**src/lfcsc_pkg.sv**
```systemverilog
`default_nettype none
// ============================================================
// Low-frequency clock source control: shared definitions
package lfcsc_pkg;
    // ========================================================
    // Register byte offsets
    localparam logic [11:0] LFCSC_OFS_START_SEEN = 12'h414;
    localparam logic [11:0] LFCSC_OFS_STATUS = 12'h418;
    localparam logic [11:0] LFCSC_OFS_SNAPSHOT = 12'h41c;
    localparam logic [11:0] LFCSC_OFS_SELECT = 12'h518;
    localparam logic [11:0] LFCSC_OFS_CAL_IV = 12'h538;
    localparam int LFCSC_ADDR_W = 12;

    // ========================================================
    // Field positions
    localparam int LFCSC_SEEN_BIT = 0;
    localparam int LFCSC_SRC_LSB = 0;
    localparam int LFCSC_SRC_W = 2;
    localparam int LFCSC_STATE_BIT = 16;
    localparam int LFCSC_BYPASS_BIT = 16;
    localparam int LFCSC_EXTERNAL_BIT = 17;
    localparam int LFCSC_CAL_IV_W = 7;

    // ========================================================
    // Source encodings
    localparam logic [1:0] LFCSC_SRC_INTERNAL = 2'h0;
    localparam logic [1:0] LFCSC_SRC_CRYSTAL = 2'h1;
    localparam logic [1:0] LFCSC_SRC_SYNTH = 2'h2;

    // ========================================================
    // Reset values
    localparam logic [31:0] LFCSC_RST_REG = 32'h0000_0000;
    localparam logic [6:0] LFCSC_CAL_IV_RST = 7'h00;

    // ========================================================
    // Timing
    localparam int LFCSC_CLK_MHZ = 100;
    localparam int LFCSC_QUARTER_MS = 250;
    localparam int LFCSC_QUARTER_CYCLES = LFCSC_QUARTER_MS * 1000
        * LFCSC_CLK_MHZ;
    localparam int LFCSC_QUARTER_W = 25;

    // ========================================================
    // Oscillator control bundle
    typedef struct packed {
        logic enable;
        logic external;
        logic bypass;
        logic [1:0] src;
    } lfcsc_osc_ctrl_t;
endpackage
`default_nettype wire

```
**src/lfcsc_ctrl.sv**
```systemverilog
// Chosen here: the APB register port.
`timescale 1ns/1ps
`default_nettype none
// Contract
// - Status shows active source and running state
// - Start task copies select source into snapshot
// - Select field picks internal, crystal, synthesized
// - Bypass bit for rail-to-rail external clock
// - External bit replaces crystal; needs crystal code
// - Calibration interval counts quarter seconds
// - Interval codes 1 to 127 usable
// - Calibration interval survives low-power clear
// - Start-seen bit set once start task fires
module lfcsc_ctrl
    import lfcsc_pkg::*;
#(
    parameter int QUARTER_CYCLES = LFCSC_QUARTER_CYCLES
)(
    input wire logic ref_clk_i,
    input wire logic nrst_i,
    input wire logic psel_i,
    input wire logic penable_i,
    input wire logic pwrite_i,
    input wire logic [31:0] paddr_i,
    input wire logic [31:0] pwdata_i,
    output logic [31:0] prdata_o,
    output logic pready_o,
    output logic pslverr_o,
    input wire logic start_task_i,
    input wire logic stop_task_i,
    input wire logic lowpower_clear_i,
    input wire logic osc_running_i,
    input wire logic cal_start_i,
    output lfcsc_osc_ctrl_t osc_ctrl_o,
    output logic cal_timeout_o
);
    // ========================================================
    // Reset release
    logic rst_meta_q;
    logic rst_n;
    always_ff @(posedge ref_clk_i or negedge nrst_i)
    begin
        if (!nrst_i)
        begin
            rst_meta_q <= 1'b0;
            rst_n <= 1'b0;
        end
        else
        begin
            rst_meta_q <= 1'b1;
            rst_n <= rst_meta_q;
        end
    end

    // ========================================================
    // Running input synchroniser
    logic run_s1_q;
    logic run_s2_q;
    logic run_s3_q;
    logic running_q;
    always_ff @(posedge ref_clk_i or negedge rst_n)
    begin
        if (!rst_n)
        begin
            run_s1_q <= 1'b0;
            run_s2_q <= 1'b0;
            run_s3_q <= 1'b0;
            running_q <= 1'b0;
        end
        else
        begin
            run_s1_q <= osc_running_i;
            run_s2_q <= run_s1_q;
            run_s3_q <= run_s2_q;
            if (run_s2_q == run_s3_q)
            begin
                running_q <= run_s3_q;
            end
        end
    end

    // ========================================================
    // APB decode
    logic [LFCSC_ADDR_W-1:0] addr;
    logic access;
    logic wr_en;
    logic hit_seen;
    logic hit_stat;
    logic hit_snap;
    logic hit_sel;
    logic hit_cal;
    logic mapped;
    logic pready_q;
    assign addr = paddr_i[LFCSC_ADDR_W-1:0];
    assign access = psel_i && penable_i;
    assign wr_en = access && pready_q && pwrite_i;
    assign hit_seen = addr == LFCSC_OFS_START_SEEN;
    assign hit_stat = addr == LFCSC_OFS_STATUS;
    assign hit_snap = addr == LFCSC_OFS_SNAPSHOT;
    assign hit_sel = addr == LFCSC_OFS_SELECT;
    assign hit_cal = addr == LFCSC_OFS_CAL_IV;
    assign mapped = hit_seen || hit_stat || hit_snap || hit_sel || hit_cal;

    // ========================================================
    // Register state
    logic [1:0] sel_src_q;
    logic sel_bypass_q;
    logic sel_ext_q;
    logic [1:0] snap_src_q;
    logic start_seen_q;
    lfcsc_osc_ctrl_t active_q;
    logic [LFCSC_CAL_IV_W-1:0] cal_iv_q;
    logic sel_wr;
    assign sel_wr = wr_en && hit_sel && mapped;

    always_ff @(posedge ref_clk_i or negedge rst_n)
    begin
        if (!rst_n)
        begin
            sel_src_q <= LFCSC_SRC_INTERNAL;
            sel_bypass_q <= 1'b0;
            sel_ext_q <= 1'b0;
        end
        else if (lowpower_clear_i)
        begin
            sel_src_q <= LFCSC_SRC_INTERNAL;
            sel_bypass_q <= 1'b0;
            sel_ext_q <= 1'b0;
        end
        else if (sel_wr)
        begin
            sel_src_q <= pwdata_i[LFCSC_SRC_LSB +: LFCSC_SRC_W];
            sel_bypass_q <= pwdata_i[LFCSC_BYPASS_BIT];
            sel_ext_q <= pwdata_i[LFCSC_EXTERNAL_BIT];
        end
    end

    // Snapshot, start flag and applied selection
    always_ff @(posedge ref_clk_i or negedge rst_n)
    begin
        if (!rst_n)
        begin
            snap_src_q <= LFCSC_SRC_INTERNAL;
            start_seen_q <= 1'b0;
            active_q <= '0;
        end
        else if (start_task_i)
        begin
            snap_src_q <= sel_src_q;
            start_seen_q <= 1'b1;
            active_q.src <= sel_src_q;
            active_q.bypass <= sel_bypass_q;
            active_q.external <= sel_ext_q;
            active_q.enable <= 1'b1;
        end
        else if (lowpower_clear_i)
        begin
            snap_src_q <= LFCSC_SRC_INTERNAL;
            start_seen_q <= 1'b0;
            active_q <= '0;
        end
        else if (stop_task_i)
        begin
            start_seen_q <= 1'b0;
            active_q.enable <= 1'b0;
        end
    end

    // Retained: only the full reset and APB writes touch it
    always_ff @(posedge ref_clk_i or negedge rst_n)
    begin
        if (!rst_n)
        begin
            cal_iv_q <= LFCSC_CAL_IV_RST;
        end
        else if (wr_en && hit_cal)
        begin
            cal_iv_q <= pwdata_i[LFCSC_CAL_IV_W-1:0];
        end
    end

    // ========================================================
    // Read mux and APB answer
    logic [31:0] rd_seen;
    logic [31:0] rd_stat;
    logic [31:0] rd_snap;
    logic [31:0] rd_sel;
    logic [31:0] rd_cal;
    logic [31:0] rdata;
    assign rd_seen = 32'(start_seen_q) << LFCSC_SEEN_BIT;
    assign rd_stat = (32'(active_q.src) << LFCSC_SRC_LSB)
        | (32'(running_q) << LFCSC_STATE_BIT);
    assign rd_snap = 32'(snap_src_q) << LFCSC_SRC_LSB;
    assign rd_sel = (32'(sel_src_q) << LFCSC_SRC_LSB)
        | (32'(sel_bypass_q) << LFCSC_BYPASS_BIT)
        | (32'(sel_ext_q) << LFCSC_EXTERNAL_BIT);
    assign rd_cal = 32'(cal_iv_q);
    assign rdata = hit_seen ? rd_seen
        : hit_stat ? rd_stat
        : hit_snap ? rd_snap
        : hit_sel ? rd_sel
        : hit_cal ? rd_cal
        : LFCSC_RST_REG;

    logic [31:0] prdata_q;
    logic pslverr_q;
    always_ff @(posedge ref_clk_i or negedge rst_n)
    begin
        if (!rst_n)
        begin
            pready_q <= 1'b0;
            prdata_q <= LFCSC_RST_REG;
            pslverr_q <= 1'b0;
        end
        else
        begin
            pready_q <= access && !pready_q;
            if (access && !pready_q)
            begin
                prdata_q <= pwrite_i ? LFCSC_RST_REG : rdata;
                pslverr_q <= !mapped;
            end
        end
    end
    assign prdata_o = prdata_q;
    assign pready_o = pready_q;
    assign pslverr_o = pslverr_q;
    assign osc_ctrl_o = active_q;

    // ========================================================
    // Calibration timer
    logic [LFCSC_QUARTER_W-1:0] pre_q;
    logic [LFCSC_CAL_IV_W-1:0] quarters_q;
    logic cal_run_q;
    logic cal_timeout_q;
    logic quarter_tick;
    logic cal_ok;
    assign quarter_tick = cal_run_q
        && (pre_q == LFCSC_QUARTER_W'(QUARTER_CYCLES - 1));
    assign cal_ok = cal_iv_q != '0;
    always_ff @(posedge ref_clk_i or negedge rst_n)
    begin
        if (!rst_n)
        begin
            pre_q <= '0;
            quarters_q <= '0;
            cal_run_q <= 1'b0;
            cal_timeout_q <= 1'b0;
        end
        else
        begin
            cal_timeout_q <= 1'b0;
            if (cal_start_i && cal_ok)
            begin
                pre_q <= '0;
                quarters_q <= cal_iv_q;
                cal_run_q <= 1'b1;
            end
            else if (lowpower_clear_i)
            begin
                cal_run_q <= 1'b0;
            end
            else if (quarter_tick)
            begin
                pre_q <= '0;
                quarters_q <= quarters_q - 1'b1;
                if (quarters_q == LFCSC_CAL_IV_W'(1))
                begin
                    cal_run_q <= 1'b0;
                    cal_timeout_q <= 1'b1;
                end
            end
            else if (cal_run_q)
            begin
                pre_q <= pre_q + 1'b1;
            end
        end
    end
    assign cal_timeout_o = cal_timeout_q;

    // ========================================================
    // Checks
    chk_snap_capture: assert property (@(posedge ref_clk_i)
        disable iff (!rst_n) start_task_i |=> snap_src_q == $past(sel_src_q))
        else $error("snapshot not captured on start");
    chk_seen_set: assert property (@(posedge ref_clk_i)
        disable iff (!rst_n) start_task_i |=> start_seen_q)
        else $error("start flag not set");
    chk_active_hold: assert property (@(posedge ref_clk_i)
        disable iff (!rst_n) !start_task_i && !lowpower_clear_i
        |=> $stable(active_q.src))
        else $error("active source moved without start");
    chk_sel_write: assert property (@(posedge ref_clk_i)
        disable iff (!rst_n) sel_wr && !lowpower_clear_i |=>
        sel_src_q == $past(pwdata_i[LFCSC_SRC_LSB +: LFCSC_SRC_W])
        && sel_bypass_q == $past(pwdata_i[LFCSC_BYPASS_BIT])
        && sel_ext_q == $past(pwdata_i[LFCSC_EXTERNAL_BIT]))
        else $error("select write lost");
    chk_cal_retain: assert property (@(posedge ref_clk_i)
        disable iff (!rst_n) lowpower_clear_i && !(wr_en && hit_cal)
        |=> $stable(cal_iv_q))
        else $error("calibration interval lost");
    chk_stat_read: assert property (@(posedge ref_clk_i)
        disable iff (!rst_n) access && !pready_q && !pwrite_i && hit_stat
        |=> prdata_o[LFCSC_SRC_LSB +: LFCSC_SRC_W] == $past(active_q.src)
        && prdata_o[LFCSC_STATE_BIT] == $past(running_q))
        else $error("status read wrong");
    chk_cal_zero: assert property (@(posedge ref_clk_i)
        disable iff (!rst_n) cal_start_i && !cal_run_q && cal_iv_q == '0
        |=> !cal_run_q)
        else $error("timer started at code zero");
    chk_cal_load: assert property (@(posedge ref_clk_i)
        disable iff (!rst_n) cal_start_i && cal_ok |=>
        cal_run_q && quarters_q == $past(cal_iv_q))
        else $error("timer not loaded");
    chk_apb_wait: assert property (@(posedge ref_clk_i)
        disable iff (!rst_n) access && !pready_q |=> pready_o)
        else $error("no answer after one wait");
    cov_start: cover property (@(posedge ref_clk_i) disable iff
        (!rst_n) sel_wr ##[1:20] start_task_i);
    cov_timeout: cover property (@(posedge ref_clk_i) disable iff
        (!rst_n) cal_timeout_o);
    cov_err: cover property (@(posedge ref_clk_i) disable iff
        (!rst_n) pready_o && pslverr_o);
endmodule // lfcsc_ctrl
`default_nettype wire

```
**config.mk**
```make
export PLATFORM = sky130hd
export DESIGN_NAME = lfcsc_ctrl
export DESIGN_NICKNAME = d
export VERILOG_FILES = /design/src/lfcsc_pkg.sv /design/src/lfcsc_ctrl.sv
export SDC_FILE = /design/constraint.sdc
export NUM_CORES = 1
export LEC_CHECK = 0
export ABC_AREA = 1
export BUFFER_PORTS_ARGS = -buffer_cell sky130_fd_sc_hd__buf_2
export CAP_MARGIN = 10
export CORE_ASPECT_RATIO = 1.75
export CORE_UTILIZATION = 40
export CTS_BUF_LIST = sky130_fd_sc_hd__clkbuf_16
export CTS_CLUSTER_DIAMETER = 30
export DETAILED_ROUTE_END_ITERATION = 10
export SLEW_MARGIN = 10
export SYNTH_ARGS = -nofsm -noshare
export SYNTH_HDL_FRONTEND = slang
export SYNTH_SLANG_ARGS = --single-unit
```
**constraint.sdc**
```tcl
create_clock -name ref_clk_i -period 2.75 [get_ports ref_clk_i]
set_input_delay 0.55 -clock ref_clk_i [delete_from_list [all_inputs] [get_ports ref_clk_i]]
set_output_delay 0.55 -clock ref_clk_i [all_outputs]
set_load 0.01 [all_outputs]
```
* Word level (Yosys, flattened, before mapping)
Cells that the tools add are included.
Storage, ports and cells: word-level logic and storage cells 97, output and inout port bits 40, input port bits 74, register bits after elaboration 93
Cells by class: add/sub/neg operators 2, bitwise logic cells 3, mux-type cells 34, equal/unequal tests 9, reductions and logical operators 26
Operators with widths (number):
- 2-to-1 mux 25 bit | 4
- 2-to-1 mux 18 bit | 5
- == test 12 x 11 -> 1 bit (second input constant) | 5
- bitwise OR 2 x 17 -> 17 bit | 2
- 2-to-1 mux 7 bit | 4
- adder 25 x 1 -> 25 bit (second input constant) | 1
- == test 25 bit (second input constant) | 1
- bitwise OR 17 x 18 -> 18 bit | 1
- 2-to-1 mux 1 bit | 15
- nonzero test 3 bit | 4
- logical AND 1 bit | 9
- 2-to-1 mux 2 bit | 4
- == test 7 x 1 -> 1 bit (second input constant) | 1
- nonzero test 7 bit | 1
- subtractor 7 x 1 -> 7 bit (second input constant) | 1
- AND reduction 2 bit | 3
- nonzero test 2 bit | 3
- 2-to-1 mux 5 bit | 1
- logical OR 1 bit | 4
- 2-to-1 mux 4 bit | 1
- zero test 1 bit | 2
- inequality test 2 x 1 -> 1 bit (second input constant) | 1
- == test 1 bit | 1

* Depth between registers and ports, before layout
depth after elaboration 8, gate-level depth with buffers 11, gate-level depth less buffers 11

* Least setup slack after synthesis
No wires, ideal clock.
path type register -> register, from register pre_q[0], to register quarters_q[2], period minus slack after synthesis 1.531 ns, required time 2.628 ns, arrival time 1.410 ns, setup slack 1.219 ns, buffers on the path 1, cell stages (with the launch flop) 12, path through dfrtp_1 -> ha_1 -> inv_1 -> nor2_8 -> nand2_2 -> nor2_2 -> nand3_2 -> nand2_2 -> nand2_4 -> buf_6 -> nand2_2 -> nand3_2
On the way: word-level cells in the longest chain between the ends 4
Ends and longest elaborated chain:
- start: declaration | RTL line lfcsc_ctrl.sv:232 | logic [LFCSC_QUARTER_W-1:0] pre_q;
- start signal: assignment | RTL line lfcsc_ctrl.sv:275 | pre_q <= pre_q + 1'b1;
- == test 25 bit | RTL line lfcsc_ctrl.sv:239 | && (pre_q == LFCSC_QUARTER_W'(QUARTER_CYCLES - 1));
- logical AND 1 bit | RTL line lfcsc_ctrl.sv:239
- nonzero test 2 bit (no source line)
- AND reduction 2 bit (no source line)
- end signal: assignment | RTL line lfcsc_ctrl.sv:256 | quarters_q <= cal_iv_q;
- end signal: assignment | RTL line lfcsc_ctrl.sv:266 | quarters_q <= quarters_q - 1'b1;
- end: declaration | RTL line lfcsc_ctrl.sv:233 | logic [LFCSC_CAL_IV_W-1:0] quarters_q;
Every way passes these cells. A chain may end at the register's enable or synchronous reset.

* Worst setup path after layout
from register pre_q[0], to register pre_q[16]
On the way: word-level cells in the longest chain between the ends 5
Ends and longest elaborated chain:
- adder 25 x 1 -> 25 bit / == test 25 bit (equally long branches) | RTL line lfcsc_ctrl.sv:275, lfcsc_ctrl.sv:239
- 2-to-1 mux 25 bit / logical AND 1 bit (equally long branches) | RTL line lfcsc_ctrl.sv:273, lfcsc_ctrl.sv:239
- 2-to-1 mux 25 bit | RTL line lfcsc_ctrl.sv:263 | else if (quarter_tick)
- 2-to-1 mux 25 bit | RTL line lfcsc_ctrl.sv:259 | else if (lowpower_clear_i)
- 2-to-1 mux 25 bit | RTL line lfcsc_ctrl.sv:253 | if (cal_start_i && cal_ok)
Several ways; a longest one is shown, not always the timed one. The select of a mux whose other input is x is not followed.

==> run metrics <==
hold path cells=1; Pint=1750 uW; layout cell share with drive strength beyond 1=between 10 and 15%; Vias=3533; Max H-tree Level=3; Hold Path Class=input port to flip-flop; WL/cell=approximately 13 um; Std-Cell Rows=47; switch share=~24%; Crit Reg-Reg Endpoint=pre_q[16]$_DFFE_PN0P_; PD cells=around 500 mW/mm2; combinational power share=between 7 and 8%; r2r setup slk=approximately 920 ps; Layout fillers=a little under 1k; Die Y=~130 um; EDFF count, synth=0; commonest non-fill, non-tap cells in the layout=nand2_1, nor2_1, dfrtp_1; largest net degree at the start of global routing=33; Layout Nets=a little under 700; DRC Markers=0; Hold Buf Count CTS=1; Mapped Cells=approximately 540; first-pass GRT wire length=15700 um; final slew viol count=0; drt total wl=between 9000 and 10000 um; P&R area growth vs syn=14.6%; Placed Instance Area=between 0.004 and 0.005 mm2; CP Launch Type=flip-flop; die area=0.0102 mm2; P_sw=556 uW; most common cell after layout, fill and taps aside=nand2_1; Ports=around 110; clock share of power=a little under half; worst vdd ir=roughly 0.36 mV; drt first pass iters=4; GPL Wtd Cong=0.919; TritonCTS buffer count=9; Crit Path Max Fanout=7; post-layout min period=between 1500 and 2000 ps; Final Util=~47%; drt via density=roughly 4.9; Final HPWL DP=between 7000 and 8000 um; total core area=~0.0095 mm2; clk root buf=clkbuf_16; top_reg_cell synth=dfrtp_1; clk_lat worst skew=about 330 ps; remaining global-route overflow=0; diode count=0; post-synth cell types=30; Hold WS=324 ps; Clk pin slew, worst setup/hold paths=approximately 50 ps; fmax=around 550 MHz; Resized cells post-CTS=0; RSZ-0062 raised after global routing=false; Critical Path RT=~3000 ps; IO buf count=47; Ys Warns=0; Die Width=between 70 and 80 um; critical path startpoint=pre_q[0]$_DFFE_PN0P_; r2r startpoint=pre_q[0]$_DFFE_PN0P_; Seq pwr share=45.0%; register area share after synthesis=a little over two fifths; Slew @ Worst Pin=739 ps; Non-Filler Cell Area, Final=approximately 0.0045 mm2; crit end category=flip-flop; max_slew headroom=50.8%; Post-CTS Setup Inserts=0; max_cap viols=0; leakage=0.00230 uW; Final period util=around 66%; Setup TNS=0 ps; iteration-0 DRC count of the detailed router=approximately 230; initial antenna violation count=0; R2R depth=10; Detail Route Antenna Nets=0; Hold Fails Final Rpt=0; Synth Area per Inst=7.21 um2; Setup Viol. Count Final=0; run status=complete, no violations; CTS sink cnt=67; starting density of the core=slightly above 40%; FFs w/ async S/R, synth=between 90% and 100%; Mapped Area=around 0.004 mm2; Longest Clk Path Bufs=2; final clock skew=a little over 4 ps; Crit Path Class=flip-flop to flip-flop; vias in the first global route=~3.4k; GRT Total Usage=20.1%; #FFs+latches synth=67; worst setup path endpoint=pre_q[16]$_DFFE_PN0P_; CTS tree=yes; Crit path arrival time=~2000 ps
-- power by group through the flow --
stage / sequential (uW) / combinational [uW] / clock (uW)
after detailed placement: 1060 / 180 / 0
after global placement: 1060 / 177 / 0
after CTS: 1040 / 182 / 1110
final: 1040 / 180 / 1090
after global routing: 1040 / 207 / 1160
after floorplan: 1060 / 139 / 0
-- worst min path at each step --
stage,start,end
finish,osc_running_i,run_s1_q$_DFF_PN0_
global route,osc_running_i,run_s1_q$_DFF_PN0_
CTS,osc_running_i,run_s1_q$_DFF_PN0_
detailed placement,nrst_i,rst_meta_q$_DFF_PN0_
global placement,nrst_i,rst_meta_q$_DFF_PN0_
floorplan,nrst_i,rst_meta_q$_DFF_PN0_
-- layout make-up --
cell class / instances / area [um2] / area share, %
Clock inverter: 7 / 53.8 / 1.20
Inverter: 62 / 233 / 5.19
Multi-Input combinational cell: 406 / 1870 / 41.8
Timing Repair Buffer: 51 / 268 / 5.97
Tap cell: 122 / 153 / 3.41
Clock buffer: 9 / 225 / 5.03
Sequential cell: 67 / 1680 / 37.4
-- worst max-delay path, stage by stage (launching register included) --
cell,delay [ps]
dfrtp_1,380
ha_1,210
inv_1,110
nor2_8,170
nand2_1,170
nor2_2,230
nand2_1,100
inv_1,130
nand3_1,90
nand2_1,90
nor2_1,40
-- layer usage --
layer  GRT usage, %  vias to the layer above  wire length, um
met5              0                        -                0
met4           14.1                        0              444
met3           3.59                       31              323
met2           36.6                       99             5240
met1           20.4                     1626             3510
li1               -                     1777                -
-- state kept, by name, summed over array words and instances, names as in the netlist, 2 cells and up --
name        flops
cal_iv_q        7
osc_ctrl_o      2
prdata_o        9
pre_q          25
quarters_q      7
sel_src_q       2
snap_src_q      2
-- metrics by stage --
step	worst slack, ps	total power [uW]	cells
after floorplan	746	1200	565
after global placement	804	1230	707
after detailed placement	775	1240	707
after CTS	922	2330	724
after global routing	800	2410	724
final	923	2310	724
-- cells in the mapped netlist (4+ instances only) --
master,count,area share (%)
xor2_1,7,1.6
nor3_1,5,0.64
nand3_2,4,1.0
nor2_2,6,0.96
inv_2,4,0.38
nand2_2,10,1.6
nor2_1,71,6.8
nand2_1,160,15
o21ai_0,30,3.8
dfrtp_1,67,43
nand3_1,50,6.4
nand4_1,11,1.8
inv_1,58,5.6
a21oi_1,10,1.3
buf_4,24,4.6
-- logic make-up (layout without fill, tap and decap cells) --
kind of cell | count (synthesis) | after routing | synth area share [%]
buffers and inverters | 92 | 129 | 11.4
AND/OR/NAND/NOR | 324 | 324 | 36.4
adder cells (fa/ha/maj) | 4 | 4 | 1.22
XOR/XNOR | 7 | 7 | 1.57
AO/OA/AOI/OAI | 47 | 47 | 6.40
other | 2 | 24 | 0.192
flip-flops | 67 | 67 | 42.9
No activity file was read; power rests on OpenSTA's default activity.
